File: config.mk
export PLATFORM = sky130hd
export DESIGN_NAME = system_io_glue_registers
export DESIGN_NICKNAME = d
export VERILOG_FILES = /design/src/include/glue_pkg.sv /design/src/hdl/io_decoder.sv /design/src/hdl/memory_overlay.sv /design/src/hdl/system_io_glue_registers.sv
export SDC_FILE = /design/constraint.sdc
export NUM_CORES = 1
export LEC_CHECK = 0
export ABC_AREA = 1
export BUFFER_PORTS_ARGS = -buffer_cell sky130_fd_sc_hd__buf_4
export CORE_ASPECT_RATIO = 0.6
export CORE_MARGIN = 10
export CORE_UTILIZATION = 45
export CTS_CLUSTER_SIZE = 10
export DETAILED_ROUTE_END_ITERATION = 10
export PLACE_DENSITY = 0.76
export SLEW_MARGIN = 20
export SYNTH_ARGS = -nofsm -noshare
export SYNTH_HDL_FRONTEND = slang
export SYNTH_SLANG_ARGS = --single-unit
File: constraint.sdc
create_clock -name clk -period 1.2 [get_ports clk]
set_clock_uncertainty 0.2 [all_clocks]
set_input_delay 0.06 -clock clk [delete_from_list [all_inputs] [get_ports clk]]
set_output_delay 0.06 -clock clk [all_outputs]
set_load 0.02 [all_outputs]
File: src/include/glue_pkg.sv
package glue_pkg;
  // I/O port addresses of the register bank.
  localparam logic [7:0] VIDEO_STATUS_PORT = 8'h30;
  localparam logic [7:0] CURSOR_COLUMN_PORT = 8'h31;
  localparam logic [7:0] CURSOR_LINE_PORT = 8'h32;
  localparam logic [7:0] VIDEO_WRITE_DATA_PORT = 8'h33;
  localparam logic [7:0] SYSTEM_CONTROL_PORT = 8'h34;
  localparam logic [7:0] KEYBOARD_STATUS_PORT = 8'h35;
  localparam logic [7:0] KEYBOARD_CODE_PORT = 8'h36;
  // Decoded peripheral blocks.
  localparam logic [7:0] VIDEO_CTRL_BASE = 8'h80;
  localparam logic [7:0] VIDEO_CTRL_MASK = 8'hf0;
  localparam logic [7:0] PARALLEL_BASE = 8'h08;
  localparam logic [7:0] PARALLEL_MASK = 8'hfc;
  // Memory map.
  localparam logic [15:0] BOOT_LIMIT = 16'h1000;
  localparam int BOOT_ADDR_W = 12;
  // Field positions.
  localparam int SYSCTL_BOOT_OFF_BIT = 7;
  localparam int SYSCTL_BEEP_BIT = 6;
  localparam int KBD_PRESS_BIT = 7;
  localparam int KBD_ALPHA_BIT = 6;
  localparam int KBD_CTRL_BIT = 1;
  localparam int KBD_SHIFT_BIT = 0;
  localparam int VIDEO_READY_BIT = 7;
  localparam int PRN_STROBE_BIT = 1;
  localparam int PRN_BUSY_BIT = 2;
  localparam int PRN_PAPER_BIT = 3;
  localparam int PRN_ONLINE_BIT = 4;
  localparam int PRN_FAULT_BIT = 5;
  // Widths, reset values and the unmapped-port read value.
  localparam int COLUMN_W = 7;
  localparam int LINE_W = 6;
  localparam int KEY_W = 7;
  localparam logic [7:0] SYSCTL_RESET = 8'h00;
  localparam logic [7:0] ZERO_BYTE = 8'h00;
  localparam logic [7:0] OPEN_BUS = 8'hff;

  typedef struct packed {
    logic [15:0] addr;
    logic [7:0] wdata;
    logic mem_rd;
    logic mem_wr;
    logic io_rd;
    logic io_wr;
  } cpu_req_t;

  typedef struct packed {
    logic [COLUMN_W-1:0] column;
    logic [LINE_W-1:0] line;
    logic [7:0] data;
    logic we;
  } video_wr_t;

  typedef struct packed {
    logic alpha_lock;
    logic ctrl_key;
    logic shift_key;
  } key_mods_t;
endpackage

File: src/hdl/io_decoder.sv
`timescale 1ns/100ps
module io_decoder (
  // Port address.
  input wire logic [7:0] port_addr,
  input wire logic io_cycle,
  // Chip selects.
  output logic video_ctrl_sel,
  output logic parallel_sel
);
  import glue_pkg::*;

  always_comb begin
    video_ctrl_sel = io_cycle && ((port_addr & VIDEO_CTRL_MASK) == VIDEO_CTRL_BASE);
    parallel_sel = io_cycle && ((port_addr & PARALLEL_MASK) == PARALLEL_BASE);
  end
endmodule

File: src/hdl/memory_overlay.sv
`timescale 1ns/100ps
module memory_overlay (
  // Processor memory cycle.
  input wire logic [15:0] addr,
  input wire logic mem_rd,
  input wire logic mem_wr,
  input wire logic boot_off,
  // Memory selects.
  output logic boot_rom_sel,
  output logic ram_rd_sel,
  output logic ram_wr_sel
);
  import glue_pkg::*;

  logic low_region;

  always_comb begin
    low_region = addr < BOOT_LIMIT;
    boot_rom_sel = mem_rd && low_region && !boot_off;
    ram_rd_sel = mem_rd && !(low_region && !boot_off);
    ram_wr_sel = mem_wr;
  end
endmodule

File: src/hdl/system_io_glue_registers.sv
`timescale 1ns/100ps
module system_io_glue_registers (
  // Clock and reset.
  input wire logic clk,
  input wire logic rst_n,
  // Processor bus.
  input wire glue_pkg::cpu_req_t cpu,
  output logic [7:0] io_rdata,
  output logic io_rdata_valid,
  // Memory selects.
  output logic boot_rom_sel,
  output logic ram_rd_sel,
  output logic ram_wr_sel,
  // Peripheral selects.
  output logic video_ctrl_sel,
  output logic parallel_sel,
  // Keyboard scanner.
  input wire logic [glue_pkg::KEY_W-1:0] key_code,
  input wire logic key_strobe,
  input wire glue_pkg::key_mods_t key_mods,
  // Video buffer.
  input wire logic video_ready,
  output glue_pkg::video_wr_t video_wr,
  // Beeper.
  output logic beeper_on,
  // Printer control port lines.
  output logic [7:0] printer_ctrl_out,
  input wire logic [7:0] printer_ctrl_in
);
  import glue_pkg::*;

  logic [7:0] system_control_ff;
  logic [COLUMN_W-1:0] cursor_column_ff;
  logic [LINE_W-1:0] cursor_line_ff;
  logic [KEY_W-1:0] key_code_ff;
  logic key_press_ff;
  logic [7:0] io_rdata_ff;
  logic io_rdata_valid_ff;
  video_wr_t video_wr_ff;
  logic [7:0] nxt_rdata;
  logic wr_sysctl;
  logic wr_column;
  logic wr_line;
  logic wr_video;
  logic rd_code;
  logic [7:0] keyboard_status;
  logic [7:0] video_status;

  memory_overlay u_overlay (
    .addr(cpu.addr),
    .mem_rd(cpu.mem_rd),
    .mem_wr(cpu.mem_wr),
    .boot_off(system_control_ff[SYSCTL_BOOT_OFF_BIT]),
    .boot_rom_sel(boot_rom_sel),
    .ram_rd_sel(ram_rd_sel),
    .ram_wr_sel(ram_wr_sel)
  );

  io_decoder u_io_decoder (
    .port_addr(cpu.addr[7:0]),
    .io_cycle(cpu.io_rd || cpu.io_wr),
    .video_ctrl_sel(video_ctrl_sel),
    .parallel_sel(parallel_sel)
  );

  always_comb begin
    wr_sysctl = cpu.io_wr && (cpu.addr[7:0] == SYSTEM_CONTROL_PORT);
    wr_column = cpu.io_wr && (cpu.addr[7:0] == CURSOR_COLUMN_PORT);
    wr_line = cpu.io_wr && (cpu.addr[7:0] == CURSOR_LINE_PORT);
    wr_video = cpu.io_wr && (cpu.addr[7:0] == VIDEO_WRITE_DATA_PORT);
    rd_code = cpu.io_rd && (cpu.addr[7:0] == KEYBOARD_CODE_PORT);
  end

  // System control port: boot unmap and beeper.
  always_ff @(posedge clk) begin
    if (!rst_n) begin
      system_control_ff <= SYSCTL_RESET;
    end else if (wr_sysctl) begin
      system_control_ff <= cpu.wdata;
    end
  end

  assign beeper_on = system_control_ff[SYSCTL_BEEP_BIT];

  // Cursor registers.
  always_ff @(posedge clk) begin
    if (!rst_n) begin
      cursor_column_ff <= '0;
    end else if (wr_column) begin
      cursor_column_ff <= cpu.wdata[COLUMN_W-1:0];
    end
  end

  always_ff @(posedge clk) begin
    if (!rst_n) begin
      cursor_line_ff <= '0;
    end else if (wr_line) begin
      cursor_line_ff <= cpu.wdata[LINE_W-1:0];
    end
  end

  // Video buffer write: one-cycle strobe with the cursor address.
  always_ff @(posedge clk) begin
    if (!rst_n) begin
      video_wr_ff <= '0;
    end else begin
      video_wr_ff.we <= wr_video;
      if (wr_video) begin
        video_wr_ff.column <= cursor_column_ff;
        video_wr_ff.line <= cursor_line_ff;
        video_wr_ff.data <= cpu.wdata;
      end
    end
  end

  assign video_wr = video_wr_ff;

  // Key code capture; a held flag keeps the first unread code. Set wins over read.
  always_ff @(posedge clk) begin
    if (!rst_n) begin
      key_press_ff <= 1'b0;
      key_code_ff <= '0;
    end else if (key_strobe && (!key_press_ff || rd_code)) begin
      key_press_ff <= 1'b1;
      key_code_ff <= key_code;
    end else if (rd_code) begin
      key_press_ff <= 1'b0;
    end
  end

  always_comb begin
    keyboard_status = ZERO_BYTE;
    keyboard_status[KBD_PRESS_BIT] = key_press_ff;
    keyboard_status[KBD_ALPHA_BIT] = key_mods.alpha_lock;
    keyboard_status[KBD_CTRL_BIT] = key_mods.ctrl_key;
    keyboard_status[KBD_SHIFT_BIT] = key_mods.shift_key;
    video_status = ZERO_BYTE;
    video_status[VIDEO_READY_BIT] = video_ready;
  end

  // Read multiplexer for the register bank.
  always_comb begin
    nxt_rdata = OPEN_BUS;
    case (cpu.addr[7:0])
      VIDEO_STATUS_PORT: nxt_rdata = video_status;
      CURSOR_COLUMN_PORT: nxt_rdata = {1'b0, cursor_column_ff};
      CURSOR_LINE_PORT: nxt_rdata = {2'b00, cursor_line_ff};
      SYSTEM_CONTROL_PORT: nxt_rdata = system_control_ff;
      KEYBOARD_STATUS_PORT: nxt_rdata = keyboard_status;
      KEYBOARD_CODE_PORT: nxt_rdata = {1'b0, key_code_ff};
      default: nxt_rdata = OPEN_BUS;
    endcase
  end

  always_ff @(posedge clk) begin
    if (!rst_n) begin
      io_rdata_ff <= ZERO_BYTE;
      io_rdata_valid_ff <= 1'b0;
    end else begin
      io_rdata_valid_ff <= cpu.io_rd;
      if (cpu.io_rd) begin
        io_rdata_ff <= nxt_rdata;
      end
    end
  end

  assign io_rdata = io_rdata_ff;
  assign io_rdata_valid = io_rdata_valid_ff;

  // Printer control port lines: strobe bit copied from printer_ctrl_in to printer_ctrl_out; status bits unused.
  always_comb begin
    printer_ctrl_out = ZERO_BYTE;
    printer_ctrl_out[PRN_STROBE_BIT] = printer_ctrl_in[PRN_STROBE_BIT];
  end
endmodule

==> results.txt, run 1 <==
The run finished, with violations left. The checks that failed: negative setup slack. The synthesized area per cell is 7.030 um^2. DRC marker count from the first detailed-route iteration: 164.

The number of antenna violations at the first check in global routing is 0, and the post-layout worst setup margin is -0.07755 ns. Among all stages on the critical path, the largest delay is contributed by dfxtp_2. The worst setup path is launched from a flip-flop. Data arrival at the endpoint of the critical path: 1.02 ns.

In this design, the stage delay of the slowest critical-path cell is 0.31 ns. In this run the power density over the cells is 1111 nW/um^2. The most used flip-flop cell after synthesis is dfxtp_1. In this run, CTS created clock tree buffers numbering 9.

The critical path buffer and inverter count came out at 2. At the worst endpoint, the required time is 0.94 ns. Setup repair after global routing could not meet its margin everywhere. The pin count of the biggest net entering global routing was 27; the clock transition at the register clock pins on the worst setup and hold paths after CTS was 0.06 ns. The clock tree synthesis step divided the H-tree into 3 levels. During placement, the flow inserted port buffers numbering 72. The tools report the clock insertion delay at the later pin of the skew report as 0.33 ns.

The horizontal die dimension was 119.9 um; the core area was 5675 um^2. The post-synthesis instance area was 2693 um^2. Type of element capturing the critical path: a primary output. Static timing analysis puts the maximum clock frequency at 0.7827 GHz. Global routing used 21.87% of the available met1 tracks. The final critical path time including I/O delays and setup came out at 1.278 ns. Dividing the detail-routed wire length by the instance count gives 14.89 um. Portion of the post-synthesis area used by sequential elements: 44.61%.

The cell sitting at the root of the clock tree is a clkbuf_8. The number of enable-type register cells in the synthesized netlist was 0; the number of global-route vias before repair was 2,849. The count of pins over their slew limit is 0. After the last flow step, the layout net total stands at 546.

Routability-driven placement finished with a final weighted congestion of 0.8421. The final route contains 2,955 vias. For this design the static power due to leakage is 1.870 nW. For this run, the number of Yosys warnings is 0. The worst hold-check slack is 0.02761 ns, and the full die area is 9579 um^2.

In the synthesized netlist the async set-or-reset flop fraction comes to 0%. The type of the worst min-delay path is in2reg. The clock passes through at most 2 buffers. Summing internal, switching and leakage power gives 4.362 mW.

The via density per instance came out at 5.095. The count of maximum capacitance violations is 0. The critical path goes through inv_2 -> nand2_2 -> nor2_2 -> buf_6. The synthesized instance count is 383, and the signed area change from the synthesized netlist to the final layout is 45.77%.

Setup violations remaining at the end of the flow were counted as 2. In the global route stage, overall resource usage came out at 17.69%. For met2 alone, demand over resource in global routing was 28.12%. Across the VDD grid, the largest voltage drop is 0.7560 mV. Of the cells placed in the final design, the portion with a size suffix greater than 1 is 25.80%. The logs give 0.09 ns for the minimum setup slack among reg-to-reg paths and 4 for the number of iterations in the first detailed-routing pass. The busiest metal layer after global routing is met2. Clock tree synthesis found a total of 60 sinks. The detailed placer's ending HPWL is 6147 um, and the number of primary I/O pins is 95. At the end of the flow the core is filled with cells to 69.16%. Once detail routing completed, the nets flagged for antenna violations numbered 0. By startpoint and endpoint, the worst setup path is classified as reg2out.

The initialized floorplan defines 21 standard-cell rows. The netlist uses 22 different library cells. The cell family contributing the most delay on the critical path was flip-flops. The run gives 0 as the count of final hold-check violations.

The post-synthesis sequential element count is 60, and the initial cell density of the core is 47.44%. The remaining global-route overflow was 0; the sum of routed wire length over all layers was 8638 um. Global routing used 6.427% of the available met3 tracks. The number of remaining DRC errors was 0; the die height was 79.92 um. For the first-pass GRT wire length, the log shows 13,830 um.

TritonCTS built the clock tree. After layout, the worst path uses 106.5% of the clock period. The critical-path maximum fanout works out to 2. The number of inserted diodes was 0.
[final timing paths]
kind                             start                    to  cells after the start
setup / recovery  system_control_ff[7]          boot_rom_sel                      4
hold / removal                  cpu[0]   cursor_column_ff[5]                      5
setup reg to reg  system_control_ff[7]           io_rdata[7]                      6
hold reg to reg   system_control_ff[5]  system_control_ff[5]                      2
[layout by cell type, fill, tap and decap left out]
master,count
nand3b_1,1
dfxtp_1,59
buf_4,93
buf_6,4
nand2_1,27
clkbuf_1,3
buf_12,4
conb_1,7
nand2_2,2
dfxtp_2,1
nand2_4,1
o21ai_1,21
nor2_1,77
bufinv_16,1
inv_1,37
nor3_1,8
inv_2,5
nor2_2,3
nor2_4,3
o21ai_0,31
clkinv_2,1
a21oi_1,25
nand3_4,1
nand4_1,13
nor4_1,2
dlygate4sd3_1,24
nand3_1,36
clkbuf_8,10
[cells in the mapped netlist (8+ instances only)]
| master | count | share of area, % |
|---|---|---|
| a21oi_1 | 25 | 4.6 |
| buf_4 | 13 | 3.6 |
| clkbuf_1 | 10 | 1.4 |
| dfxtp_1 | 60 | 45 |
| inv_1 | 39 | 5.4 |
| nand2_1 | 28 | 3.9 |
| nand3_1 | 36 | 6.7 |
| nand4_1 | 13 | 3.0 |
| nor2_1 | 79 | 11 |
| nor3_1 | 8 | 1.5 |
| o21ai_0 | 32 | 5.9 |
| o21ai_1 | 20 | 3.7 |
[routing by layer]
| metal | share of wire, % | up-vias |
|---|---|---|
| li1 | - | 1466 |
| met5 | 0 | - |
| met3 | 8.8 | 16 |
| met2 | 45 | 118 |
| met4 | 1.5 | 0 |
| met1 | 44 | 1355 |
[flip-flops by register name (all words and copies together), names as in the netlist]
signal,count
cursor_column_ff,7
video_wr,22
io_rdata,8
system_control_ff,8
key_press_ff,1
cursor_line_ff,6
key_code_ff,7
io_rdata_valid,1
[kinds of logic after synthesis]
family,Yosys count,share of synthesized area (%)
other,1,0.1393
AND/OR/NAND/NOR,174,29.00
AO/OA/AOI/OAI,77,14.31
flip-flops,60,44.61
buffers and inverters,71,11.94
[cell type report]
cell class	count	area, um^2
fillers	478	1750
clock buffers	13	148.9
flip-flops and latches	60	1202
multi-input cells	258	1217
well taps	80	100.1
clock inverters	2	35.03
repair buffers	125	1064
inverters	42	157.7
[repair_timing]
item / CTS / global route
pin swaps: 0 / 3
setup endpoints to repair: 2 / 11
setup buffers: 1 / 1
resized for setup: 1 / 11
endpoints found under the hold margin: 45 / 3
hold buffers: 24 / 1
[worst register-to-register path: stages (launching register included)]
cell and delay, ns:
dfxtp_2 0.32, inv_2 0.04, buf_4 0.12, buf_4 0.13, o21ai_1 0.12, nor2_1 0.06, nor2_1 0.07
[metrics by stage]
| stage | worst slack [ns] | TNS (ns) | cells | cell area (um^2) |
|---|---|---|---|---|
| final | -0.07755 | -0.1453 | 580 | 3925 |
| after global routing | -0.1516 | -0.2939 | 580 | 3925 |
| after CTS | -0.06028 | -0.1178 | 579 | 3884 |
| after detailed placement | -0.2520 | -10.67 | 539 | 3452 |
| after global placement | -0.1635 | -7.579 | 539 | 3452 |
| after floorplan | -0.01374 | -0.02749 | 389 | 2733 |
[where the power goes]
part / internal (mW) / switching [mW]
registers: 2.04 / 0.0255
logic: 0.262 / 0.296
clock network: 1.00 / 0.737
total: 3.30 / 1.06
(Power assumes the default switching activity.)
==> run 2, diff against run 1 <==
--- a/config.mk
+++ b/config.mk
@@ -9,11 +9,12 @@
 export BUFFER_PORTS_ARGS = -buffer_cell sky130_fd_sc_hd__buf_4
 export CORE_ASPECT_RATIO = 0.6
 export CORE_MARGIN = 10
-export CORE_UTILIZATION = 45
+export CORE_UTILIZATION = 44
 export CTS_CLUSTER_SIZE = 10
 export DETAILED_ROUTE_END_ITERATION = 10
-export PLACE_DENSITY = 0.76
+export PLACE_DENSITY = 0.75
 export SLEW_MARGIN = 20
 export SYNTH_ARGS = -nofsm -noshare
 export SYNTH_HDL_FRONTEND = slang
+export SYNTH_HIERARCHICAL = 1
 export SYNTH_SLANG_ARGS = --single-unit
==> run 2 against run 1 <==
  * The flow finishes with violations (negative hold slack, negative setup slack)
  * Critical path depth unchanged
  * Design area increased by 1.3%
  * Worst setup slack got worse by 0.057 ns
  * Die area increased by 0.71%
  * Critical path type unchanged
  * Critical endpoint unchanged
==> results.txt, run 2 <==
The run gives 3 as the H-tree level count. Summed over all cells, the static leakage comes to 1.834 nW. Post-layout worst setup margin: -0.1344 ns.

The critical-path maximum fanout came out at 2. The number of placement rows was 21. The core region is 5702 um^2.

At the end of routability-driven placement, the weighted congestion stood at 0.9072. The cell count after synthesis came out at 363. The floorplan step set the die width to 120.3 um. For the number of antenna violations at the first check in global routing, the log shows 0. The top cell types in the final layout, fill and taps aside, are buf_4, dfxtp_1, nand2_1, nor2_1, nand3_1. The number of enable-type register cells in the synthesized netlist came out at 0. Yosys instantiated no cell more often than dfxtp_1. The flow ran to the end, but the final reports show violations. In the post-synthesis netlist, the biggest area contributors are dfxtp_1, a21oi_1, nand3_1. The tools report the maximum frequency from static timing analysis as 0.7494 GHz. In this run the power density over the cells is 1054 nW/um^2. For the total power, the log shows 4.193 mW. The number of iterations in the first detailed-routing pass is 5.

The count of pins over their slew limit was 0. Summed over its instances, the top area cell type makes up 45.22% of the synthesized netlist area. The number of remaining DRC errors was 0; the detailed placer's ending HPWL was 6004 um. The remaining antenna violation count was 0; the final critical path time including I/O delays and setup was 1.334 ns.

The commonest cells after synthesis are dfxtp_1, nand2_1, nor2_1. In this run the cell area of the synthesized design comes to 2656 um^2. The number of global-route vias before repair was 2,699. Once layout is complete, the cells apart from fillers number 572.

The data required time of the critical path is 0.94 ns. The run gives 29 as the pin count of the biggest net entering global routing. The number of failing setup endpoints in the final timing report is 2, and the total vias in the final route is 2,868. Number of placed instances with taps included: 523. The ratio of cells with drive above 1 in the final layout was 33.40%. For this run, the register share of the synthesized area comes to 45.22%. The checks that failed: negative hold slack, negative setup slack. Most area-hungry cell type in the Yosys netlist: dfxtp_1.

The run gives 0 as the count of maximum capacitance violations. The final layout net count was 536. The number of flip-flops under the largest register name is 22, and the clock transition at the register clock pins on the worst setup and hold paths after CTS is 0.06 ns.

The critical path is of the reg2out type. The final cycle utilization of the critical path is 111.2%. Type of element capturing the critical path: a primary output. After clock tree synthesis, the flow added hold-fix buffers numbering 19.

The run gives 9647 um^2 as the full die area. STA classifies the critical path startpoint as a flip-flop. In this run, CTS created clock tree buffers numbering 9. The sum of routed wire length over all layers was 8404 um. The path class of the tightest hold or removal check is in2reg. For the clock insertion delay at the later pin of the skew report, the log shows 0.35 ns. The clock net sink count was 60. Using the TritonRoute via totals, the vias-per-cell ratio works out to 5.014. The fraction of registers with async set or reset after synthesis is 0%. The count of final hold-check violations was 31; the signed area change from the synthesized netlist to the final layout was 49.74%.

For the unique cell type count in the Yosys netlist, the log shows 22. The first routing iteration left 230 violations. The post-placement setup slack was -0.3197 ns; the first-pass GRT wire length was 12,940 um. In this run the deepest clock path goes through 2 buffers. Global routing used 16.55% of the available tracks.

The run gives 95 as the number of primary I/O pins. The most used flip-flop cell after synthesis is dfxtp_1. Counting flops and latches in the post-synthesis netlist gives 60. The tree is rooted in a clkbuf_8. TritonCTS built the clock tree. Setup repair after global routing could not meet its margin everywhere. The worst hold-check slack came out at -0.1135 ns.

Number of port buffers: 72. Dividing the detail-routed wire length by the instance count gives 14.69 um. Dividing the synthesized area by the synthesized cell count gives 7.318 um^2.

The initial cell density of the core came out at 46.59%. The total of warnings raised by yosys is 6. After global routing the overflow that remains totals 0. VDD sags by at most 0.7598 mV.

The library cell used most frequently in the layout, excluding fill and tap cells, is buf_4. After filler insertion, the fill cell instance count of the layout stands at 467. The die height is 80.19 um, and the data arrival at the endpoint of the critical path is 1.07 ns. The utilization after layout was 69.76%.
==> run 2: cell count changes in the layout (fill, tap and decap cells not counted), moves of 8 or more <==
cell     previous run  this run
a21oi_1            25        39
inv_1              37        22
nand2_1            27        49
nor2_1             77        46
nor3_1              8         0
o21ai_1            21         2
==> run 2: worst max-delay path, stage by stage, from the launching register on <==
cell     delay [ns]
dfxtp_2        0.32
nor2_1         0.07
nand3_1        0.09
nor2_1         0.10
buf_4          0.15
==> run 2: logic make-up (layout without fill, tap and decap cells) <==
logic type,count (synthesis),after routing,synth area share (%)
buffers and inverters,58,180,10.79
AOI/OAI and AO/OA,79,79,14.98
DFF,60,60,45.22
and+or+nand+nor,165,165,28.87
other,1,8,0.1412
==> run 2: path summary, 6_finish.rpt <==
kind | from | to | slack, ns | cells past startpoint
max | system_control_ff[7] | boot_rom_sel | -0.13 | 4
min | rst_n | system_control_ff[7] | -0.11 | 3
max reg2reg | key_press_ff | key_code_ff[1] | 0.06 | 4
min reg2reg | key_code_ff[0] | key_code_ff[0] | 0.27 | 2
==> run 2: area by class of cell <==
class                      instances  area (um^2)  share of cell area, %
multi-input combinational        251         1251                  31.46
inverter                          32        120.1                  3.020
clock buffer                      11        141.4                  3.555
clock inverter                     5        27.53                 0.6920
tap                               80        100.1                  2.517
timing repair buffer             132         1131                  28.44
antenna                            1        2.502                0.06291
sequential                        60         1204                  30.26
==> run 2: stage by stage <==
stage	cell area [um^2]	setup TNS (ns)
floorplan	2679	0
global placement	3401	-12.18
detailed placement	3401	-13.69
CTS	3785	-0.3307
global route	3975	-0.5990
finish	3978	-0.2562
==> run 2: layer usage <==
layer | wire length, um | track usage, % | vias to the layer above
li1 | - | - | 1428
met3 | 868 | 7.332 | 10
met1 | 3710 | 20.99 | 1310
met4 | 59 | 5.156 | 0
met2 | 3766 | 24.73 | 120
met5 | 0 | 0 | -
==> run 2: report_power, final <==
group	switching (mW)	internal, mW
Sequential	0.0222	2.03
Clock	0.797	0.790
Combinational	0.293	0.257
==> run 2: repair_timing <==
action                     in CTS  in global routing
setup buffers                   2                 10
cloned                          0                  1
pin swaps                       3                 10
gates resized for setup         4                 29
setup endpoints to repair       3                 36
hold endpoints to repair       61                 31
